[src/logic/fpg_consts.svh]
`ifndef FPG_CONSTS_SVH
`define FPG_CONSTS_SVH

// register indices on the plain register port
`define FPG_REG_CTRL 4'h0
`define FPG_REG_LOCK 4'h1
`define FPG_REG_FUSE 4'h2
`define FPG_REG_DENY 4'h3

// control / status register fields
`define FPG_CTRL_BUSY_CLR_BIT 0
`define FPG_STAT_BUSY_BIT 0
`define FPG_STAT_PROG_BIT 1
`define FPG_STAT_STALL_BIT 2

// lock register fields, 1 = unprogrammed
`define FPG_LOCK_GEN_LO_BIT 0
`define FPG_LOCK_GEN_HI_BIT 1
`define FPG_LOCK_APP_LO_BIT 2
`define FPG_LOCK_APP_HI_BIT 3
`define FPG_LOCK_BOOT_LO_BIT 4
`define FPG_LOCK_BOOT_HI_BIT 5
`define FPG_LOCK_RESET 6'h3F

// denial flag fields
`define FPG_DENY_SPM_APP_BIT 0
`define FPG_DENY_SPM_LOCK_BIT 1
`define FPG_DENY_LPM_BIT 2

// fuse register fields
`define FPG_FUSE_BSZ_LSB 0
`define FPG_FUSE_RSTV_BIT 2
`define FPG_FUSE_RESET 3'h7

// value a denied load returns
`define FPG_DENY_DATA 8'hFF

`endif

[src/logic/fpg_pkg.sv]
package fpg_pkg;

    typedef enum logic [2:0] {
        FPG_IDLE = 3'b001,
        FPG_PROG_CRR = 3'b010,
        FPG_PROG_STALL = 3'b100
    } fpg_state_e;

    typedef enum logic [1:0] {
        FPG_OP_ERASE = 2'h0,
        FPG_OP_WRITE = 2'h1,
        FPG_OP_LOCK = 2'h2,
        FPG_OP_NONE = 2'h3
    } fpg_op_e;

endpackage

[src/logic/fpg_guard.sv]
// Our own choices: the register offsets and the strobed register port.
`timescale 1ns/1ps
`include "fpg_consts.svh"

// Notes on behaviour
// - store operations executed from the application section never start programming.
// - store from the boot section may target any flash page, locks permitting.
// - boot size fuse sets the app/boot boundary; each section has its own lock pair.
// - programming the concurrent region keeps core running; only stalling region readable.
// - programming the stalling region halts the core for the whole operation.
// - region busy flag reads one while the concurrent region is blocked.
// - boot section always lies wholly inside the stalling region.
// - lock bits only go to programmed; only chip erase returns them to unprogrammed.
// - general lock modes do not gate self-programming stores or loads.
// - both application lock bits unprogrammed: no restriction on application section.
// - low application lock programmed blocks stores to the application section.
// - high application lock programmed denies boot-section loads from application section.
// - high app lock and vectors in boot: suppress interrupts while running application.
// - low boot lock programmed blocks stores to the boot section.
// - high boot lock programmed denies application-section loads from boot section.
// - high boot lock and vectors in application: suppress interrupts while running boot.
// - reset vector is address zero, or boot start when the select fuse is programmed.
module fpg_guard #(
    parameter int AW = 14,
    parameter int BOOT_MIN_WORDS = 512,
    parameter int STALLING_REGION_WORDS = 4096
) (
    input wire logic clk, // core clock
    input wire logic rst_n, // synchronous reset, active low
    input wire logic [3:0] reg_addr, // register index
    input wire logic [7:0] reg_wdata, // register write data
    input wire logic reg_wr, // register write strobe
    input wire logic reg_rd, // register read strobe
    output logic [7:0] reg_rdata_q, // read data, cycle after the strobe
    input wire logic [1:0] boot_size_fuse, // boundary fuse, 1 = unprogrammed
    input wire logic reset_vector_select_fuse, // 0 = start in boot section
    input wire logic [AW-1:0] core_pc, // word address now executing
    input wire logic irq_vec_in_boot, // interrupt vectors relocated to boot
    input wire logic spm_req, // store_prog_mem_op request pulse
    input wire logic [1:0] spm_op, // operation kind
    input wire logic [AW-1:0] spm_addr, // target word address
    input wire logic [5:0] spm_lock_data, // lock bits to program, 0 = program
    input wire logic lpm_req, // program memory load pulse
    input wire logic [AW-1:0] lpm_addr, // load word address
    input wire logic [7:0] flash_rdata, // array data for lpm_addr
    input wire logic flash_done, // array finished erase/write
    input wire logic ext_lock_wr, // external programming lock write
    input wire logic [5:0] ext_lock_data, // external lock bits, 0 = program
    input wire logic chip_erase, // chip erase pulse
    output logic flash_start_q, // start erase/write pulse
    output logic flash_erase_q, // 1 erase, 0 write
    output logic [AW-1:0] flash_addr_q, // latched target address
    output logic core_stall_q, // halt the core
    output logic region_busy_flag_q, // concurrent region blocked
    output logic lpm_valid_q, // load answer valid
    output logic [7:0] lpm_data_q, // load answer
    output logic irq_suppress_q, // mask interrupts
    output logic [AW-1:0] reset_vector_q // reset start address
);

    // flash is a power of two words; both boundaries count down from its top
    localparam logic [AW:0] FLASH_TOP = (AW+1)'(1) << AW;

    fpg_pkg::fpg_state_e state_q, state_d;
    logic [5:0] lock_q, lock_d;
    logic [2:0] fuse_q, fuse_d;
    logic fuse_cap_q, fuse_cap_d;
    logic [2:0] deny_q, deny_d;
    logic busy_q, busy_d;
    logic [7:0] rdata_d;
    logic start_d, erase_d, stall_d, lvalid_d, irqs_d;
    logic [AW-1:0] faddr_d, rstv_d;
    logic [7:0] ldata_d;

    logic [AW:0] boot_words, boot_start_w, stalling_region_start_w;
    logic [AW-1:0] boot_start;
    logic pc_in_boot, tgt_boot, tgt_stall, ld_boot, ld_crr;
    logic app_lo, app_hi, boot_lo, boot_hi;
    logic spm_prog, spm_ok, spm_deny_lock, spm_deny_app, lpm_ok;

    // boundary from the captured fuse; clamped so boot never leaves stalling region
    always_comb begin
        boot_words = (AW+1)'(BOOT_MIN_WORDS) << (~fuse_q[`FPG_FUSE_BSZ_LSB +: 2]);
        if (boot_words > (AW+1)'(STALLING_REGION_WORDS)) begin
            boot_words = (AW+1)'(STALLING_REGION_WORDS);
        end
        boot_start_w = FLASH_TOP - boot_words;
        stalling_region_start_w = FLASH_TOP - (AW+1)'(STALLING_REGION_WORDS);
        boot_start = boot_start_w[AW-1:0];
    end

    always_comb begin
        app_lo = lock_q[`FPG_LOCK_APP_LO_BIT];
        app_hi = lock_q[`FPG_LOCK_APP_HI_BIT];
        boot_lo = lock_q[`FPG_LOCK_BOOT_LO_BIT];
        boot_hi = lock_q[`FPG_LOCK_BOOT_HI_BIT];
        pc_in_boot = {1'b0, core_pc} >= boot_start_w;
        tgt_boot = {1'b0, spm_addr} >= boot_start_w;
        tgt_stall = {1'b0, spm_addr} >= stalling_region_start_w;
        ld_boot = {1'b0, lpm_addr} >= boot_start_w;
        ld_crr = {1'b0, lpm_addr} < stalling_region_start_w;
    end

    // store decision; general lock bits are deliberately not consulted
    // a store from application code is refused before the locks are looked at
    always_comb begin
        spm_prog = spm_req && (spm_op == fpg_pkg::FPG_OP_ERASE || spm_op == fpg_pkg::FPG_OP_WRITE);
        spm_deny_app = spm_req && !pc_in_boot;
        spm_deny_lock = spm_prog && pc_in_boot
            && (tgt_boot ? !boot_lo : !app_lo);
        spm_ok = spm_prog && pc_in_boot && !spm_deny_lock
            && state_q == fpg_pkg::FPG_IDLE;
    end

    // load decision, covers both cross-section locks and the busy region
    // a lock check and the busy check can both refuse; either alone is enough
    always_comb begin
        lpm_ok = 1'b1;
        if (pc_in_boot && !ld_boot && !app_hi) begin
            lpm_ok = 1'b0;
        end
        if (!pc_in_boot && ld_boot && !boot_hi) begin
            lpm_ok = 1'b0;
        end
        if (ld_crr && busy_q) begin
            lpm_ok = 1'b0;
        end
    end

    // programming sequencer
    // one erase or write at a time; a request meanwhile is dropped, not queued
    always_comb begin
        state_d = state_q;
        start_d = 1'b0;
        erase_d = flash_erase_q;
        faddr_d = flash_addr_q;
        stall_d = core_stall_q;
        unique case (state_q)
            fpg_pkg::FPG_IDLE: begin
                if (spm_ok) begin
                    start_d = 1'b1;
                    erase_d = spm_op == fpg_pkg::FPG_OP_ERASE;
                    faddr_d = spm_addr;
                    if (tgt_stall) begin
                        state_d = fpg_pkg::FPG_PROG_STALL;
                        stall_d = 1'b1;
                    end else begin
                        state_d = fpg_pkg::FPG_PROG_CRR;
                    end
                end
            end
            fpg_pkg::FPG_PROG_CRR: begin
                if (flash_done) begin
                    state_d = fpg_pkg::FPG_IDLE;
                end
            end
            fpg_pkg::FPG_PROG_STALL: begin
                if (flash_done) begin
                    state_d = fpg_pkg::FPG_IDLE;
                    stall_d = 1'b0;
                end
            end
        endcase
    end

    // busy flag: set wins over a software clear; clear refused while programming
    // waiting for idle stops software unblocking a region still being written
    always_comb begin
        busy_d = busy_q;
        if (reg_wr && reg_addr == `FPG_REG_CTRL && reg_wdata[`FPG_CTRL_BUSY_CLR_BIT]
            && state_q == fpg_pkg::FPG_IDLE) begin
            busy_d = 1'b0;
        end
        if (spm_ok && !tgt_stall) begin
            busy_d = 1'b1;
        end
    end

    // lock bits only fall; chip erase is the one way back up
    // register, store and external paths may land together; each one only clears bits
    always_comb begin
        lock_d = lock_q;
        if (reg_wr && reg_addr == `FPG_REG_LOCK) begin
            lock_d = lock_d & reg_wdata[5:0];
        end
        if (spm_req && spm_op == fpg_pkg::FPG_OP_LOCK && pc_in_boot) begin
            lock_d = lock_d & spm_lock_data;
        end
        if (ext_lock_wr) begin
            lock_d = lock_d & ext_lock_data;
        end
        if (chip_erase) begin
            lock_d = `FPG_LOCK_RESET;
        end
    end

    // sticky denial flags, write one to clear, new denial wins
    always_comb begin
        deny_d = deny_q;
        if (reg_wr && reg_addr == `FPG_REG_DENY) begin
            deny_d = deny_d & ~reg_wdata[2:0];
        end
        if (spm_deny_app) begin
            deny_d[`FPG_DENY_SPM_APP_BIT] = 1'b1;
        end
        if (spm_deny_lock) begin
            deny_d[`FPG_DENY_SPM_LOCK_BIT] = 1'b1;
        end
        if (lpm_req && !lpm_ok) begin
            deny_d[`FPG_DENY_LPM_BIT] = 1'b1;
        end
    end

    // fuses caught once, on the first edge after reset release
    // a single capture keeps the section boundary from moving under running code
    always_comb begin
        fuse_d = fuse_q;
        fuse_cap_d = 1'b1;
        if (!fuse_cap_q) begin
            fuse_d = {reset_vector_select_fuse, boot_size_fuse};
        end
    end

    // load answer, reset vector, interrupt suppression and register reads
    // a refused load still answers next cycle, so the core never waits on a lock
    always_comb begin
        lvalid_d = lpm_req;
        ldata_d = lpm_data_q;
        if (lpm_req) begin
            ldata_d = lpm_ok ? flash_rdata : `FPG_DENY_DATA;
        end
        rstv_d = fuse_q[`FPG_FUSE_RSTV_BIT] ? '0 : boot_start;
        irqs_d = (!app_hi && irq_vec_in_boot && !pc_in_boot)
            || (!boot_hi && !irq_vec_in_boot && pc_in_boot);
        rdata_d = 8'h00;
        if (reg_rd) begin
            unique case (reg_addr)
                `FPG_REG_CTRL: begin
                    rdata_d[`FPG_STAT_BUSY_BIT] = busy_q;
                    rdata_d[`FPG_STAT_PROG_BIT] = state_q != fpg_pkg::FPG_IDLE;
                    rdata_d[`FPG_STAT_STALL_BIT] = core_stall_q;
                end
                `FPG_REG_LOCK: begin
                    rdata_d[5:0] = lock_q;
                end
                `FPG_REG_FUSE: begin
                    rdata_d[2:0] = fuse_q;
                end
                `FPG_REG_DENY: begin
                    rdata_d[2:0] = deny_q;
                end
                default: begin
                    rdata_d = 8'h00;
                end
            endcase
        end
    end

    // lock reset value is a stand-in for nonvolatile cells
    // every output is a flop here, so nothing combinational leaves the block
    always_ff @(posedge clk) begin
        if (!rst_n) begin
            state_q <= fpg_pkg::FPG_IDLE;
            lock_q <= `FPG_LOCK_RESET;
            fuse_q <= `FPG_FUSE_RESET;
            fuse_cap_q <= 1'b0;
            deny_q <= 3'h0;
            busy_q <= 1'b0;
            reg_rdata_q <= 8'h00;
            flash_start_q <= 1'b0;
            flash_erase_q <= 1'b0;
            flash_addr_q <= '0;
            core_stall_q <= 1'b0;
            lpm_valid_q <= 1'b0;
            lpm_data_q <= 8'h00;
            irq_suppress_q <= 1'b0;
            reset_vector_q <= '0;
        end else begin
            state_q <= state_d;
            lock_q <= lock_d;
            fuse_q <= fuse_d;
            fuse_cap_q <= fuse_cap_d;
            deny_q <= deny_d;
            busy_q <= busy_d;
            reg_rdata_q <= rdata_d;
            flash_start_q <= start_d;
            flash_erase_q <= erase_d;
            flash_addr_q <= faddr_d;
            core_stall_q <= stall_d;
            lpm_valid_q <= lvalid_d;
            lpm_data_q <= ldata_d;
            irq_suppress_q <= irqs_d;
            reset_vector_q <= rstv_d;
        end
    end

    assign region_busy_flag_q = busy_q;

endmodule // fpg_guard

[config.mk]
export PLATFORM = sky130hd
export DESIGN_NAME = fpg_guard
export DESIGN_NICKNAME = d
export VERILOG_FILES = /design/src/logic/fpg_pkg.sv /design/src/logic/fpg_guard.sv
export VERILOG_INCLUDE_DIRS = /design/src /design/src/logic
export SDC_FILE = /design/constraint.sdc
export NUM_CORES = 1
export LEC_CHECK = 0
export ABC_CLOCK_PERIOD_IN_PS = 2650
export BUFFER_PORTS_ARGS = -buffer_cell sky130_fd_sc_hd__buf_4
export CAP_MARGIN = 20
export CORE_MARGIN = 4
export CORE_UTILIZATION = 41
export DETAILED_ROUTE_END_ITERATION = 10
export PLACE_DENSITY = 0.74
export SYNTH_ARGS = -nofsm -noshare
export SYNTH_HDL_FRONTEND = slang
export SYNTH_SLANG_ARGS = --single-unit
[constraint.sdc]
create_clock -name clk -period 2.65 [get_ports clk]
set_clock_uncertainty 0.15 [all_clocks]
set_input_delay 0.1325 -clock clk [delete_from_list [all_inputs] [get_ports clk]]
set_output_delay 0.1325 -clock clk [all_outputs]
set_load 0.05 [all_outputs]
* Yosys cells after proc, flatten, opt, wreduce, memory -nomap -nowiden
Cells that the tools add are included.
** Cells by class
- Add/subtract/negate cells :: 1
- $lt $le $gt $ge :: 6
- Equality and inequality tests :: 13
- Shift-type cells :: 1
- Mux-type cells :: 26
- Bitwise operators :: 7
- Reduce and logical (&&, ||, !) cells :: 52
** Operators with widths (count)
- $ge 14x15->1 :: 3
- $logic_and 1x1->1 :: 24
- $and 6x6->6 :: 3
- $mux 6 :: 3
- $gt 15x13->1 const B :: 1
- $mux 15 :: 1
- $shl 10x2->15 const A :: 1
- $sub 15x15->15 const A :: 1
- $ge 14x14->1 const B :: 1
- $lt 14x14->1 const B :: 1
- $mux 1 :: 14
- $mux 3 :: 4
- $pmux 3 s4 :: 1
- $logic_not 1->1 :: 10
- $reduce_bool 2->1 :: 5
- $eq 4x2->1 const B :: 2
- $mux 8 :: 1
- $reduce_and 2->1 :: 4
- $ne 2x2->1 const B :: 3
- $pmux 3 s2 :: 1
- $reduce_or 2->1 :: 3
- $eq 4x1->1 const B :: 1
- $logic_not 4->1 :: 1
- $reduce_and 4->1 :: 1
- other kinds (15) :: 16
** Word-level totals
- Bits in registers :: 66
- Input bits :: 89
- Word-level logic and storage cells :: 125

* Longest topological paths before layout
- Depth in word-level cells :: 15
- Depth in mapped cells :: 11

* Least setup slack after synthesis
No wires, ideal clock.
- Kind :: register -> register
- From :: reg fuse_q[1]
- To :: reg lpm_data_q[0]
- Arrival time :: 2.212 ns
- Required time :: 2.365 ns
- Path slack :: 0.153 ns
- Stages on the path, launching flop included :: 9
- Path buffers :: 0
- Period minus slack after synthesis :: 2.497 ns
- Cell sequence :: dfxtp_1 or2b_1 ha_1 nand2b_1 o2111ai_2 a31oi_2 or2_4 a311oi_4 a31oi_1
** Between the ends
- Longest elaborated chain between the ends :: 13
** Ends and longest elaborated chain
- start: declaration :: line fpg_guard.sv:66 : logic [2:0] fuse_q, fuse_d;
- start signal: assignment :: line fpg_guard.sv:265 : fuse_q <= `FPG_FUSE_RESET;
- start signal: assignment :: line fpg_guard.sv:281 : fuse_q <= fuse_d;
- $not 2->2 * :: line fpg_guard.sv:83 : boot_words = (AW+1)'(BOOT_MIN_WORDS) << (~fuse_q[`FPG_FUSE_BSZ_LSB +: 2]);
- $shl 10x2->15 * :: line fpg_guard.sv:83
- $gt 15x13->1 :: line fpg_guard.sv:84 : if (boot_words > (AW+1)'(STALLING_REGION_WORDS)) begin
- $mux 15 * :: line fpg_guard.sv:84
- $sub 15x15->15 * :: line fpg_guard.sv:87 : boot_start_w = FLASH_TOP - boot_words;
- net boot_start_w[10] :: line fpg_guard.sv:75 : logic [AW:0] boot_words, boot_start_w, stalling_region_start_w;
- $ge 14x15->1 :: line fpg_guard.sv:100 : ld_boot = {1'b0, lpm_addr} >= boot_start_w;
- $logic_not 1->1 :: line fpg_guard.sv:119 : if (pc_in_boot && !ld_boot && !app_hi) begin
- $logic_and 1x1->1 (2 in a row) :: line fpg_guard.sv:119
- $mux 1 :: line fpg_guard.sv:119
- $mux 1 * :: line fpg_guard.sv:122 : if (!pc_in_boot && ld_boot && !boot_hi) begin
- $mux 1 * :: line fpg_guard.sv:125 : if (ld_crr && busy_q) begin
- $mux 8 (no source line) *
- end signal: assignment :: line fpg_guard.sv:291 : lpm_data_q <= ldata_d;
- end: declaration :: line fpg_guard.sv:56 : output logic [7:0] lpm_data_q,
The timed path passes the listed nets; every way through them passes the cells marked *.
A chain may end at the register's enable or synchronous reset.

* Final worst setup path
- From :: reg fuse_q[1]
- To :: reg lpm_data_q[5]
The elaborated chain is that of the path after synthesis.

==> summary.txt <==
Number of global-route vias before repair -> 2636
Xor/xnor share of the synthesized area -> 0.324%
Final hold viol count -> 0
Worst min-delay path startpoint -> reg_wdata[5]
CTS H-tree lvls -> 2
Setup tns final -> 0 ns
Seq/Total Area, Yosys -> 40.8%
Post-synthesis compound-gate area fraction -> 23.7%
Die Y -> 89.2 um
Final setup vio count -> 0
FF-to-FF End -> lpm_data_q[5]$_SDFFE_PN0P_
EDFF count, synth -> 0
Post-synthesis instance area -> 0.00270 mm^2
R2r worst-path depth -> 8
Reg2reg start -> fuse_q[1]$_SDFFE_PN1N_
Number of core rows -> 29
Drt wl/cell -> 14.8 um
Adder-cell area share of the yosys netlist -> 3.71%
Max stage delay cell, worst path -> a311oi_4
Clk_lat worst skew -> 0.30 ns
Mux cell area share after synthesis -> 4.17%
WHS Path Cells -> 3
DR WL met2 -> 4.03 mm
Final WS setup -> 0.0753 ns
Worst Path Max Fanout -> 8
Die footprint -> 0.00795 mm^2
Largest net degree at the start of global routing -> 24
Core ar. -> 0.00639 mm^2
Largest family of logic cells by synthesized area -> compound AO/OA/AOI/OAI gates
CP endpoint kind -> register
Setup crit start kind -> register
CP Data Arrival Time -> 2.60 ns
Synth warn -> 0
First-pass iteration count of the detailed router -> 4
Final Slew Violations -> 0
Drt via density -> 5.19
Hold endpoint -> lock_q[5]$_SDFF_PP1_
Layout Utilization -> 64.9%
Worst Setup Path Type -> reg -> reg
Syn avg cell area -> 9.00 um^2
Starting Density -> 42.3%
Number of CTS-inserted buffers -> 5
Library cells used by synthesis -> 59
Post-place setup slack -> 0.0334 ns
Clk pin slew, worst setup/hold paths -> 0.10 ns
Syn Inst Count -> 300
Post-DRT Antenna Nets -> 0
CP peak stage delay -> 0.40 ns
Asr flop ratio synth -> 0%
CTS sink cnt -> 55
Fmax -> 0.388 GHz
Fill count -> 500
# DRC -> 0
Register bit total from synthesis -> 55
Root buffer cell -> clkbuf_8
Simple-Gate Fraction of Synth Area -> 19.0%
DRT iter0 DRCs -> 98
P&R area growth vs syn -> 53.5%
Peak VDD IR -> 387 uV
PortBufs -> 107
First-pass GRT wire length -> 12.2 mm
Status -> finished clean
Max-slew headroom -> 51.7%
Final Net Count -> 551
Tcrit/Tclk final -> 97.2%
DP Wirelength -> 5.76 mm
Met3 wire length -> 645 um
Initial antenna violation count -> 0
Synth Flop Type -> dfxtp_1
Chip Width -> 89.2 um
HP Class -> in -> reg
Total grt overflow -> 0
Pwr Density -> 483 mW/mm^2
Via count -> 2761
Worst hold margin -> 0.00307 ns
Measured slew at the worst slew-check pin -> 0.724 ns
Gpl congestion -> 0.802
Clock Tree Buf Depth -> 2
Leakage Power -> 1.83 nW
RSZ-0062 raised after global routing -> true
Reg-to-reg setup timing slack -> 0.08 ns
Fin crit period -> 2.57 ns
CP cell instances -> or2b_1, ha_1, nand2b_1, o2111ai_2, a31oi_2, or2_4, a311oi_4, a31oi_1
TritonCTS clock tree -> yes
Top sig layer -> met4
GRT Total Usage -> 19.6%
Final WL -> 7.86 mm
Ports -> 139
Max Cap Viol -> 0
DRT met1 WL -> 3.11 mm
Critical Path RT -> 2.68 ns
Ant. Diodes -> 0
Layout cells sized above 1 -> 33.4%
-- through the flow --
stage,power [mW],cells,cell area (um^2)
floorplan,1.29,310,2740
global placement,1.46,477,3560
detailed placement,1.47,477,3560
CTS,2.00,530,4110
global route,2.11,532,4150
finish,2.00,532,4150
-- worst max path at each step --
stage	from	to	slack, ns
finish	fuse_q[1]$_SDFFE_PN1N_	lpm_data_q[5]$_SDFFE_PN0P_	0.08
detailed placement	fuse_q[1]$_SDFFE_PN1N_	lpm_data_q[5]$_SDFFE_PN0P_	0.03
global placement	fuse_q[1]$_SDFFE_PN1N_	lpm_data_q[2]$_SDFFE_PN0P_	0.08
floorplan	fuse_q[1]$_SDFFE_PN1N_	lpm_data_q[0]$_SDFFE_PN0P_	0.15
CTS	fuse_q[1]$_SDFFE_PN1N_	lpm_data_q[5]$_SDFFE_PN0P_	0.02
global route	fuse_q[0]$_SDFFE_PN1N_	lpm_data_q[5]$_SDFFE_PN0P_	-0.04
-- timing repair --
item,CTS,global route
buffers inserted,0,3
endpoints found under the hold margin,37,2
gates resized for setup,0,8
endpoints found under the setup margin,0,29
hold buffers,45,2
-- Yosys cell counts, drive strengths merged, types with 3 or more instances --
master,instances,area (um^2)
buf,17,131
a21boi,4,30.0
nand2b,3,18.8
o21ai,33,169
clkbuf,10,37.5
dfxtp,55,1100
nand2,15,63.8
nand3,21,105
a21oi,20,100
nand3b,3,22.5
nor2b,6,37.5
nor2,24,105
mux4,3,71.3
o221ai,6,52.6
and3,4,25.0
inv,14,52.6
or2,3,23.8
ha,8,100
and2,7,46.3
mux2i,3,30.0
a31oi,9,62.6
-- worst max-delay path, delay by kind of cell (launching register included) --
| family | cells | cell delay, ns |
|---|---|---|
| fa+ha+maj | 1 | 0.30 |
| simple gates | 3 | 0.68 |
| compound gates | 4 | 0.95 |
| flops | 1 | 0.38 |
-- report_power, final --
part	switching [mW]	total, mW	internal, mW
Clock	0.273	0.487	0.214
Sequential	0.0514	0.923	0.871
Combinational	0.320	0.592	0.272
Total	0.644	2.00	1.36
-- sequential cells by signal, summed over array words and instances (netlist names) --
name / flops
flash_addr_q: 14
lpm_data_q: 8
lock_q: 6
reg_rdata_q: 6
reset_vector_q: 5
deny_q: 3
fuse_q: 3
state_q: 3
core_stall_q: 1
flash_erase_q: 1
flash_start_q: 1
fuse_cap_q: 1
irq_suppress_q: 1
lpm_valid_q: 1
region_busy_flag_q: 1
-- kinds of logic (layout without fill, tap and decap cells) --
logic type	Yosys count	in the layout
xor+xnor	1	1
mux	7	7
other cells	1	11
fa+ha+maj	8	8
simple gates	95	95
flops	55	55
buf+inv	41	186
compound gates	92	92
-- cells in the final DEF (no fill, tap or decap), types with 2 or more instances in the layout --
master         synthesis  layout
buf_4                 12     116
o21ai_1               15      15
nand2_1               14      13
and3_1                 4       4
o21ai_0               17      17
o211ai_1               2       2
nor3b_1                2       2
a211o_1                2       2
a31o_1                 2       2
a31oi_1                8       8
or2_4                  2       2
mux4_2                 2       2
nor2_2                 6       7
o221ai_1               6       6
nor2b_1                6       6
inv_1                 14      14
nand3_1               21      21
nand3b_1               3       3
a21boi_0               3       3
nand2b_1               3       3
o21a_1                 2       2
nor3_1                 2       2
mux2i_1                3       3
conb_1                 1      11
dfxtp_1               55      53
dlygate4sd3_1          0      47
clkbuf_8               0       6
and2_1                 6       6
a21oi_1               20      19
ha_1                   8       8
nor2_1                18      16
-- area by class of cell --
class | instances | area (um^2) | area share (%)
multi-input combinational | 214 | 1430 | 34.5
tap | 77 | 96.3 | 2.32
clock buffer | 6 | 82.6 | 1.99
sequential | 55 | 1110 | 26.7
inverter | 14 | 52.6 | 1.27
clock inverter | 2 | 16.3 | 0.392
timing repair buffer | 164 | 1360 | 32.8
-- per-layer routing --
metal	track usage, %	vias to the layer above
li1	-	1364
met1	22.9	1290
met2	36.1	101
met3	5.16	6
met4	4.06	0
met5	0	-
(Power assumes the default switching activity.)
